**src/verilog/dtcu_pkg.sv**
```systemverilog
// dtcu_pkg: constants and state layout shared by the dual timer/counter block.
// assumes a 32-bit AHB-Lite register port and a 100 MHz system clock.
package dtcu_pkg;
  // register byte addresses (printed offsets are word indices, byte address = 4 x index)
  localparam logic [7:0]  IDX_TIMER_CONTROL   = 8'h88;
  localparam logic [7:0]  IDX_TIMER_MODE      = 8'h89;
  localparam logic [7:0]  IDX_TIMER0_LOW      = 8'h8A;
  localparam logic [7:0]  IDX_TIMER1_LOW      = 8'h8B;
  localparam logic [7:0]  IDX_TIMER0_HIGH     = 8'h8C;
  localparam logic [7:0]  IDX_TIMER1_HIGH     = 8'h8D;
  localparam logic [7:0]  IDX_PRESCALE_CTRL   = 8'h8E;
  localparam logic [7:0]  IDX_IRQ_STATUS      = 8'h90;
  localparam logic [7:0]  IDX_IRQ_CLEAR       = 8'h91;
  localparam logic [7:0]  IDX_IRQ_ENABLE      = 8'h92;
  localparam logic [7:0]  IDX_ISR_ENTRY       = 8'h93;
  localparam logic [11:0] ADDR_TIMER_CONTROL  = {2'h0, IDX_TIMER_CONTROL, 2'h0};
  localparam logic [11:0] ADDR_TIMER_MODE     = {2'h0, IDX_TIMER_MODE, 2'h0};
  localparam logic [11:0] ADDR_TIMER0_LOW     = {2'h0, IDX_TIMER0_LOW, 2'h0};
  localparam logic [11:0] ADDR_TIMER1_LOW     = {2'h0, IDX_TIMER1_LOW, 2'h0};
  localparam logic [11:0] ADDR_TIMER0_HIGH    = {2'h0, IDX_TIMER0_HIGH, 2'h0};
  localparam logic [11:0] ADDR_TIMER1_HIGH    = {2'h0, IDX_TIMER1_HIGH, 2'h0};
  localparam logic [11:0] ADDR_PRESCALE_CTRL  = {2'h0, IDX_PRESCALE_CTRL, 2'h0};
  localparam logic [11:0] ADDR_IRQ_STATUS     = {2'h0, IDX_IRQ_STATUS, 2'h0};
  localparam logic [11:0] ADDR_IRQ_CLEAR      = {2'h0, IDX_IRQ_CLEAR, 2'h0};
  localparam logic [11:0] ADDR_IRQ_ENABLE     = {2'h0, IDX_IRQ_ENABLE, 2'h0};
  localparam logic [11:0] ADDR_ISR_ENTRY      = {2'h0, IDX_ISR_ENTRY, 2'h0};

  // timer_control bit positions
  localparam int BIT_T1_OVERFLOW   = 7;
  localparam int BIT_T1_RUN        = 6;
  localparam int BIT_T0_OVERFLOW   = 5;
  localparam int BIT_T0_RUN        = 4;
  // timer_mode field positions (timer 0 low nibble, timer 1 high nibble)
  localparam int BIT_T0_MODE_LO    = 0;
  localparam int BIT_T0_COUNT_SEL  = 2;
  localparam int BIT_T0_GATE       = 3;
  localparam int BIT_T1_MODE_LO    = 4;
  localparam int BIT_T1_COUNT_SEL  = 6;
  localparam int BIT_T1_GATE       = 7;
  // clock_prescale_control bit positions
  localparam int BIT_T0_PRESCALE   = 3;
  localparam int BIT_T1_PRESCALE   = 4;
  localparam int BIT_T2_PRESCALE   = 5;

  localparam logic [7:0] RST_TIMER_CONTROL  = 8'h00;
  localparam logic [7:0] RST_TIMER_MODE     = 8'h00;
  localparam logic [7:0] RST_TIMER_BYTE     = 8'h00;
  localparam logic [7:0] RST_PRESCALE_CTRL  = 8'hC7;

  localparam logic [3:0] DIV_SLOW = 4'hC;
  localparam logic [3:0] DIV_FAST = 4'h4;

  typedef enum logic [1:0] {
    DTCU_MODE13,
    DTCU_MODE16,
    DTCU_RELOAD8,
    DTCU_SPLIT8
  } dtcu_mode_e;

  typedef enum logic [1:0] {
    DTCU_BUS_IDLE,
    DTCU_BUS_WRITE,
    DTCU_BUS_READ
  } dtcu_bus_e;

  typedef struct packed {
    dtcu_bus_e   busPhase;
    logic [11:0] busAddr;
    logic [31:0] rdata;
    logic [7:0]  control;
    logic [7:0]  mode;
    logic [7:0]  t0Low;
    logic [7:0]  t0High;
    logic [7:0]  t1Low;
    logic [7:0]  t1High;
    logic [7:0]  prescale;
    logic [3:0]  div0;
    logic [3:0]  div1;
    logic [2:0]  pin0Sync;
    logic [2:0]  pin1Sync;
    logic [2:0]  gate0Sync;
    logic [2:0]  gate1Sync;
    logic        gate0Stable;
    logic        gate1Stable;
    logic        pin0Stable;
    logic        pin1Stable;
    logic        t1Tick;
    logic [1:0]  irqStatus;
    logic [1:0]  irqEnable;
    logic        irq;
  } dtcu_state_s;
endpackage : dtcu_pkg

```
**src/verilog/dtcu_timer_unit.sv**
```systemverilog
// dtcu_timer_unit: two timer/counters with an AHB-Lite register slave.
// assumes count and gate pins are asynchronous to clk; single word AHB-Lite transfers.
// Summary of operation
// - timer mode with default prescale advances once every twelve clocks.
// - per-timer prescale bit: one divides clock by four, zero by twelve.
// - counter mode increments on falling edge of count pin, sampled each clock.
// - overflow flag cleared by hardware at interrupt entry, or by software.
// - run bit enables counting; clearing it halts while keeping the count.
// - gate bit makes the external gate pin an extra counting condition.
// - count select bit picks external count pin or internal prescaled clock.
// - mode 0: low byte 5-bit prescaler feeds high byte, 13 bits total.
// - mode 1: high and low bytes form one 16-bit counter.
// - mode 2: low byte 8-bit counter reloaded from high byte.
// - mode 3 only for timer 0; low byte is independent 8-bit counter.
// - in timer 0 mode 3 high byte is separate timer under timer 1 control.
// - mode 2 reload happens at the moment the low byte overflows.
// - mode 3 low byte uses timer 0 run/flag; high byte timer 1's.
`timescale 1ns/1ps
`default_nettype none
module dtcu_timer_unit
  import dtcu_pkg::*;
(
  input  wire logic        clk,
  input  wire logic        reset_n,
  input  wire logic        hsel,
  input  wire logic [11:0] haddr,
  input  wire logic [1:0]  htrans,
  input  wire logic        hwrite,
  input  wire logic [2:0]  hsize,
  input  wire logic [31:0] hwdata,
  input  wire logic        hready,
  output logic      [31:0] hrdata,
  output logic             hreadyout,
  output logic             hresp,
  input  wire logic        t0CountPin,
  input  wire logic        t1CountPin,
  input  wire logic        t0GatePin,
  input  wire logic        t1GatePin,
  output logic             irq,
  output logic             t1OverflowPulse
);
  import dtcu_pkg::*;

  dtcu_state_s cur_ff;
  dtcu_state_s nxt_st;
  logic        nxt_t1Tick;

  // terminal count for the chosen prescale: 4 or 12 clocks per tick
  function automatic logic [3:0] divTop(input logic fast);
    divTop = fast ? (DIV_FAST - 4'h1) : (DIV_SLOW - 4'h1);
  endfunction

  // run qualified by gate: run && (!gate || pin)
  function automatic logic runGate(input logic run, input logic gateEn, input logic pin);
    runGate = run && (!gateEn || pin);
  endfunction

  logic       addrPhase;
  logic       divTick0;
  logic       divTick1;
  logic       fall0;
  logic       fall1;
  logic       gate0Lvl;
  logic       gate1Lvl;
  logic       en0;
  logic       en1;
  logic       inc0;
  logic       inc1;
  logic       incSplitHi;
  logic       ovf0;
  logic       ovf1;
  logic       t1Idle;
  logic [1:0] mode0;
  logic [1:0] mode1;
  logic [8:0] sumLo;
  logic [8:0] sumHi;
  logic [8:0] sumLo1;
  logic [8:0] sumHi1;
  logic [1:0] isrEntry;
  logic [7:0] wbyte;

  always_comb
  begin
    nxt_st     = cur_ff;
    nxt_t1Tick = 1'b0;
    addrPhase  = hsel && htrans[1] && hready;
    wbyte      = hwdata[7:0];
    isrEntry   = 2'b00;
    mode0      = cur_ff.mode[BIT_T0_MODE_LO +: 2];
    mode1      = cur_ff.mode[BIT_T1_MODE_LO +: 2];

    // pin synchronisers; a change counts once stages two and three agree
    nxt_st.pin0Sync  = {cur_ff.pin0Sync[1:0], t0CountPin};
    nxt_st.pin1Sync  = {cur_ff.pin1Sync[1:0], t1CountPin};
    nxt_st.gate0Sync = {cur_ff.gate0Sync[1:0], t0GatePin};
    nxt_st.gate1Sync = {cur_ff.gate1Sync[1:0], t1GatePin};
    if (cur_ff.pin0Sync[1] == cur_ff.pin0Sync[2])
      nxt_st.pin0Stable = cur_ff.pin0Sync[2];
    if (cur_ff.pin1Sync[1] == cur_ff.pin1Sync[2])
      nxt_st.pin1Stable = cur_ff.pin1Sync[2];
    fall0    = cur_ff.pin0Stable && (cur_ff.pin0Sync[1] == cur_ff.pin0Sync[2]) && !cur_ff.pin0Sync[2];
    fall1    = cur_ff.pin1Stable && (cur_ff.pin1Sync[1] == cur_ff.pin1Sync[2]) && !cur_ff.pin1Sync[2];
    // gate levels follow the same agreement rule, so a glitch cannot open the gate
    if (cur_ff.gate0Sync[1] == cur_ff.gate0Sync[2])
      nxt_st.gate0Stable = cur_ff.gate0Sync[2];
    if (cur_ff.gate1Sync[1] == cur_ff.gate1Sync[2])
      nxt_st.gate1Stable = cur_ff.gate1Sync[2];
    gate0Lvl = cur_ff.gate0Stable;
    gate1Lvl = cur_ff.gate1Stable;

    // free-running prescalers, one per timer
    divTick0 = (cur_ff.div0 >= divTop(cur_ff.prescale[BIT_T0_PRESCALE]));
    divTick1 = (cur_ff.div1 >= divTop(cur_ff.prescale[BIT_T1_PRESCALE]));
    nxt_st.div0 = divTick0 ? 4'h0 : cur_ff.div0 + 4'h1;
    nxt_st.div1 = divTick1 ? 4'h0 : cur_ff.div1 + 4'h1;

    // clock source: external falling edge or internal prescaled tick
    inc0 = cur_ff.mode[BIT_T0_COUNT_SEL] ? fall0 : divTick0;
    inc1 = cur_ff.mode[BIT_T1_COUNT_SEL] ? fall1 : divTick1;

    en0 = runGate(cur_ff.control[BIT_T0_RUN], cur_ff.mode[BIT_T0_GATE], gate0Lvl);
    en1 = runGate(cur_ff.control[BIT_T1_RUN], cur_ff.mode[BIT_T1_GATE], gate1Lvl);
    // split high byte: internal clock only, timer 1 run bit and gate
    incSplitHi = divTick0 && en1;
    // timer 1 in mode 3 simply holds, as a stopped timer
    t1Idle = (mode1 == 2'b11);

    ovf0 = 1'b0;
    ovf1 = 1'b0;
    sumLo = {1'b0, cur_ff.t0Low} + 9'h001;
    sumHi = {1'b0, cur_ff.t0High} + 9'h001;
    if (en0 && inc0)
    begin
      unique case (mode0)
        2'b00:
        begin
          nxt_st.t0Low = {3'h0, sumLo[4:0]};
          if (cur_ff.t0Low[4:0] == 5'h1F)
          begin
            nxt_st.t0High = sumHi[7:0];
            ovf0          = sumHi[8];
          end
        end
        2'b01:
        begin
          nxt_st.t0Low = sumLo[7:0];
          if (sumLo[8])
          begin
            nxt_st.t0High = sumHi[7:0];
            ovf0          = sumHi[8];
          end
        end
        2'b10:
        begin
          nxt_st.t0Low = sumLo[8] ? cur_ff.t0High : sumLo[7:0];
          ovf0         = sumLo[8];
        end
        2'b11:
        begin
          nxt_st.t0Low = sumLo[7:0];
          ovf0         = sumLo[8];
        end
      endcase
    end
    if ((mode0 == 2'b11) && incSplitHi)
    begin
      nxt_st.t0High = sumHi[7:0];
      ovf1          = sumHi[8];
    end

    sumLo1 = {1'b0, cur_ff.t1Low} + 9'h001;
    sumHi1 = {1'b0, cur_ff.t1High} + 9'h001;
    // with timer 0 split, timer 1 still counts but no longer owns its flag
    if (!t1Idle && inc1 && (mode0 == 2'b11 ? cur_ff.control[BIT_T1_RUN] : en1))
    begin
      unique case (mode1)
        2'b00:
        begin
          nxt_st.t1Low = {3'h0, sumLo1[4:0]};
          if (cur_ff.t1Low[4:0] == 5'h1F)
          begin
            nxt_st.t1High = sumHi1[7:0];
            nxt_t1Tick    = sumHi1[8];
          end
        end
        2'b01:
        begin
          nxt_st.t1Low = sumLo1[7:0];
          if (sumLo1[8])
          begin
            nxt_st.t1High = sumHi1[7:0];
            nxt_t1Tick    = sumHi1[8];
          end
        end
        2'b10:
        begin
          nxt_st.t1Low = sumLo1[8] ? cur_ff.t1High : sumLo1[7:0];
          nxt_t1Tick   = sumLo1[8];
        end
        2'b11:
        begin
          nxt_st.t1Low = cur_ff.t1Low;
        end
      endcase
    end
    if (mode0 != 2'b11)
      ovf1 = nxt_t1Tick;
    nxt_st.t1Tick = nxt_t1Tick;

    // bus: address phase latched, data phase acts one cycle later
    nxt_st.busPhase = DTCU_BUS_IDLE;
    if (addrPhase)
    begin
      nxt_st.busAddr  = haddr;
      nxt_st.busPhase = hwrite ? DTCU_BUS_WRITE : DTCU_BUS_READ;
    end
    if (cur_ff.busPhase == DTCU_BUS_WRITE)
    begin
      unique case (cur_ff.busAddr)
        ADDR_TIMER_CONTROL:  nxt_st.control  = wbyte;
        ADDR_TIMER_MODE:     nxt_st.mode     = wbyte;
        ADDR_TIMER0_LOW:     nxt_st.t0Low    = wbyte;
        ADDR_TIMER0_HIGH:    nxt_st.t0High   = wbyte;
        ADDR_TIMER1_LOW:     nxt_st.t1Low    = wbyte;
        ADDR_TIMER1_HIGH:    nxt_st.t1High   = wbyte;
        ADDR_PRESCALE_CTRL:  nxt_st.prescale = wbyte;
        ADDR_IRQ_CLEAR:      nxt_st.irqStatus = cur_ff.irqStatus & ~wbyte[1:0];
        ADDR_IRQ_ENABLE:     nxt_st.irqEnable = wbyte[1:0];
        ADDR_ISR_ENTRY:      isrEntry = wbyte[1:0];
        default:             ;
      endcase
    end
    // interrupt-entry acknowledge clears the flag by hardware
    if (isrEntry[0])
      nxt_st.control[BIT_T0_OVERFLOW] = 1'b0;
    if (isrEntry[1])
      nxt_st.control[BIT_T1_OVERFLOW] = 1'b0;
    // setting wins over any clear in the same cycle
    if (ovf0)
    begin
      nxt_st.control[BIT_T0_OVERFLOW] = 1'b1;
      nxt_st.irqStatus[0]             = 1'b1;
    end
    if (ovf1)
    begin
      nxt_st.control[BIT_T1_OVERFLOW] = 1'b1;
      nxt_st.irqStatus[1]             = 1'b1;
    end
    nxt_st.irq = |(nxt_st.irqStatus & nxt_st.irqEnable);

    nxt_st.rdata = 32'h0000_0000;
    if (addrPhase && !hwrite)
    begin
      unique case (haddr)
        ADDR_TIMER_CONTROL:  nxt_st.rdata = {24'h000000, nxt_st.control};
        ADDR_TIMER_MODE:     nxt_st.rdata = {24'h000000, nxt_st.mode};
        ADDR_TIMER0_LOW:     nxt_st.rdata = {24'h000000, nxt_st.t0Low};
        ADDR_TIMER0_HIGH:    nxt_st.rdata = {24'h000000, nxt_st.t0High};
        ADDR_TIMER1_LOW:     nxt_st.rdata = {24'h000000, nxt_st.t1Low};
        ADDR_TIMER1_HIGH:    nxt_st.rdata = {24'h000000, nxt_st.t1High};
        ADDR_PRESCALE_CTRL:  nxt_st.rdata = {24'h000000, nxt_st.prescale};
        ADDR_IRQ_STATUS:     nxt_st.rdata = {30'h00000000, nxt_st.irqStatus};
        ADDR_IRQ_ENABLE:     nxt_st.rdata = {30'h00000000, nxt_st.irqEnable};
        default:             nxt_st.rdata = 32'h0000_0000;
      endcase
    end
  end

  always_ff @(posedge clk or negedge reset_n)
  begin
    if (!reset_n)
    begin
      cur_ff          <= '0;
      cur_ff.busPhase <= DTCU_BUS_IDLE;
      cur_ff.control  <= RST_TIMER_CONTROL;
      cur_ff.mode     <= RST_TIMER_MODE;
      cur_ff.t0Low    <= RST_TIMER_BYTE;
      cur_ff.t0High   <= RST_TIMER_BYTE;
      cur_ff.t1Low    <= RST_TIMER_BYTE;
      cur_ff.t1High   <= RST_TIMER_BYTE;
      cur_ff.prescale <= RST_PRESCALE_CTRL;
      cur_ff.pin0Sync <= 3'h7;
      cur_ff.pin1Sync <= 3'h7;
      cur_ff.pin0Stable <= 1'b1;
      cur_ff.pin1Stable <= 1'b1;
    end
    else
    begin
      cur_ff <= nxt_st;
    end
  end

  assign hrdata          = cur_ff.rdata;
  assign hreadyout       = 1'b1;
  assign hresp           = 1'b0;
  assign irq             = cur_ff.irq;
  assign t1OverflowPulse = cur_ff.t1Tick;
endmodule // dtcu_timer_unit
`default_nettype wire

```
**config.mk**
```make
export PLATFORM = sky130hd
export DESIGN_NAME = dtcu_timer_unit
export DESIGN_NICKNAME = d
export VERILOG_FILES = /design/src/verilog/dtcu_pkg.sv /design/src/verilog/dtcu_timer_unit.sv
export SDC_FILE = /design/constraint.sdc
export NUM_CORES = 1
export LEC_CHECK = 0
export ABC_CLOCK_PERIOD_IN_PS = 2600
export BUFFER_PORTS_ARGS = -buffer_cell sky130_fd_sc_hd__buf_2
export CAP_MARGIN = 20
export CELL_PAD_IN_SITES_DETAIL_PLACEMENT = 0
export CELL_PAD_IN_SITES_GLOBAL_PLACEMENT = 2
export CORE_MARGIN = 2
export CORE_UTILIZATION = 33
export CTS_CLUSTER_SIZE = 10
export DETAILED_ROUTE_END_ITERATION = 10
export GPL_ROUTABILITY_DRIVEN = 0
export PLACE_DENSITY_LB_ADDON = 0.1
export SKIP_LAST_GASP = 1
export SLEW_MARGIN = 30
export SYNTH_ARGS = -nofsm -noshare
export SYNTH_HDL_FRONTEND = slang
export SYNTH_SLANG_ARGS = --single-unit
```
**constraint.sdc**
```tcl
create_clock -name clk -period 2.6 [get_ports clk]
set_input_delay 0.26 -clock clk [delete_from_list [all_inputs] [get_ports clk]]
set_output_delay 0.26 -clock clk [all_outputs]
set_load 0.005 [all_outputs]
```
==> results.yml <==
run_status:
  outcome: "complete, no violations"
layout:
  final_cells: 1071
  antenna_cells: 0
  area_delta_synth_final_pct: 19.0
  fin_area_mm2: 0.00799
  fillers: 2046
  multi_input_area_mm2: 0.00362
  regArea_mm2: 0.00272
  nets: 864
  drive_gt1_share_pct: 27.2
logic_synthesis:
  ys.flop_type: "dfrtp_1"
  ys_ff_latch: 108
  synth.avg_cell_area_um2: 9.57
  ys_seq_area_share_pct: 40.5
  syn_inst: 701
  synth_cell_types: 92
  ys_warn_count: 0
  synth_edf_count: 0
  async_reset_ff_share_pct: 100
  syn_area_mm2: 0.00671
floorplan:
  rows: 52
  die_h_um: 147
  die_w_um: 147
  initial_utilization_pct: 33.4
  core_area_mm2: 0.0201
  die_area_mm2: 0.0215
  io_pins: 94
flow_run:
  drv_cap: 0
route:
  vias: 5719
  wirelength_um: 21600
  drt_iter0_markers: 340
  antenna_left: 0
  post_drt_wl_per_cell_um: 20.1
  drcViolationCount: 0
  via_per_inst: 5.34
  first_pass_iters: 7
pwr:
  power_leakage_nw: 3.46
  switching_share_pct: 33.5
  p_seq_share_pct: 43.0
  p_int_mw: 3.39
  power_switching_mw: 1.71
  p_per_area_mw_per_mm2: 639
  combPwrFrac_pct: 25.9
  clockPowerShare_pct: 31.1
  ir_worst_vdd_mv: 0.337
global_routing:
  grt.total_usage_pct: 20.4
  antenna_found_initial: 0
  grt_pass1_vias: 5704
  grt_first_pass_wirelength_um: 33400
  grt_max_degree: 44
  gr-total-overflow: 0
place:
  dp_cells: 1048
  place_area_mm2: 0.00750
  io_buffers: 39
  dp_hpwl_um: 16700
sta:
  worstMarginPinSlew_ns: 0.606
  period_share_pct: 97.0
  fmax_ghz: 0.397
  finalSetupViolations: 0
  worst_clock_skew_ns: 0.0165
  hold_viol: 0
  slew_violations: 0
  rsz0062_at_grt: "true"
  slew_headroom_pct: 59.6
  fin_crit_ns: 2.52
  setup_tns_ns: 0
  fin_hold_ws_ns: 0.0875
setup_path:
  endpoint_kind: "register"
  crit_path_start_kind: "register"
  path_max_fanout: 8
  worstPathRequired_ns: 2.84
  critPathArrivalTime_ns: 2.76
  crit_type: "register to register"
cts:
  htree_levels: 3
  clkSinkCount: 108
  cts_made_buffers: 9
  clockBufferDepth: 2
  path_clk_slew_ns: 0.09
  root_buffer: "clkbuf_16"
  clk_latency_ns: 0.37
  cts_tree: "built"
hold_path:
  hold_class: "input port to register"
sequential cells by signal, summed over array words and instances (netlist names):
signal and cells:
hrdata 8, t1OverflowPulse 1, irq 1, gate0Lvl 1
gate1Lvl 1, cur_ff 96
power groups by stage:
stage	clock network [mW]	logic [mW]	registers (mW)
after global placement	0	1.26	2.21
after global routing	1.70	1.47	2.23
final	1.59	1.32	2.19
after detailed placement	0	1.28	2.21
after floorplan	0	0.855	2.15
after CTS	1.64	1.29	2.19
worst max-delay path: stages (launching register included):
cell and delay [ns]:
dfrtp_1 0.42, nor4b_4 0.36, buf_6 0.18, nand4_4 0.09, buf_4 0.19, nand2_1 0.07
nand2_1 0.07, a222oi_1 0.55, buf_4 0.21, o221a_1 0.17, a31oi_1 0.08
Yosys cell counts, drive strengths merged (3+ instances only):
| cell | count | share of area, % |
|---|---|---|
| o21ai | 26 | 1.9 |
| nand3b | 4 | 0.45 |
| and3 | 10 | 0.93 |
| nor3b | 7 | 0.93 |
| xor2 | 12 | 1.6 |
| maj3 | 4 | 0.60 |
| nor4b | 5 | 1.3 |
| o2111ai | 5 | 0.65 |
| and4 | 7 | 0.95 |
| nand4 | 25 | 2.9 |
| mux2 | 28 | 4.8 |
| a21oi | 25 | 1.9 |
| nor2b | 5 | 0.47 |
| nor4 | 10 | 1.7 |
| dfrtp | 95 | 35 |
| nand4b | 3 | 0.48 |
| o2bb2ai | 4 | 0.52 |
| dfstp | 13 | 5.1 |
| a2bb2oi | 6 | 0.78 |
| clkbuf | 17 | 0.95 |
| o21a | 5 | 0.56 |
| a222oi | 3 | 0.45 |
| or2 | 7 | 0.65 |
| a22o | 4 | 0.52 |
| and2 | 9 | 0.84 |
| nand2b | 8 | 0.75 |
| ha | 10 | 1.9 |
| a221oi | 4 | 0.62 |
| a31oi | 17 | 1.6 |
| a211oi | 7 | 0.78 |
| or3 | 3 | 0.28 |
| inv | 19 | 1.1 |
| buf | 47 | 5.5 |
| mux2i | 8 | 1.2 |
| nand2 | 75 | 4.2 |
| nand3 | 22 | 1.6 |
| a22oi | 5 | 0.56 |
| xnor2 | 9 | 1.2 |
| nor3 | 16 | 1.3 |
| o22ai | 5 | 0.47 |
| nor2 | 64 | 3.8 |
routing by layer:
metal	vias up	wire length (µm)	global-route usage (%)
li1	2702	-	-
met1	2810	9950	27.3
met2	174	10200	33.9
met3	33	857	3.28
met4	0	536	6.65
met5	-	0	0
logic make-up after synthesis:
logic type | after synthesis | synth area share, %
other | 2 | 0.112
flip-flops | 108 | 40.5
adder cells (fa/ha/maj) | 14 | 2.46
AND/OR/NAND/NOR | 292 | 25.2
AO/OA/AOI/OAI | 144 | 15.3
XOR/XNOR | 21 | 2.74
buffers and inverters | 84 | 7.68
multiplexers | 36 | 5.95
layout by cell type, fill, tap and decap left out, drive strengths merged, types with 10 or more instances in the layout:
cell type  instances
buf              120
dfrtp             95
nand2             75
nor2              64
mux2              28
conb              26
o21ai             26
a21oi             25
nand4             25
nand3             22
inv               22
a31oi             17
nor3              16
dfstp             13
xor2              12
and3              10
ha                10
clkbuf            10
nor4              10
what timing repair did:
action	4_1_cts	5_1_grt
buffers inserted	0	2
gates resized for setup	1	19
hold buffers	5	0
cloned	0	0
endpoints found under the setup margin	1	8
endpoints found under the hold margin	39	0
pin swaps	0	5
layout make-up:
type,count,share of cell area [%]
Multi-Input combinational cell,533,45.4
Sequential cell,108,34.1
Timing Repair Buffer,125,11.3
Tap cell,270,4.23
Clock buffer,10,2.87
Clock inverter,6,1.32
Inverter,19,0.893
path summary, 6_finish.rpt:
path | startpoint | to | slack [ns] | cells past startpoint
setup / recovery | cur_ff[128] | hrdata[7] | 0.08 | 10
hold / removal | hwrite | cur_ff[131] | 0.09 | 2
setup reg to reg | cur_ff[128] | hrdata[7] | 0.08 | 10
hold reg to reg | cur_ff[10] | cur_ff[11] | 0.35 | 0
max in group asynchronous | reset_n | cur_ff[45] | 1.17 | 3
min in group asynchronous | reset_n | cur_ff[48] | 0.48 | 2
per-stage QoR:
step                      power [mW]  setup WS, ns  utilization, %
after floorplan                 3.01       0.00590               -
after global placement          3.47        0.0323            37.3
after detailed placement        3.49        0.0101            37.3
after CTS                       5.11        0.0145            39.2
after global routing            5.40       -0.0196            39.7
final                           5.10        0.0788            39.7
(Power assumes the default switching activity.)
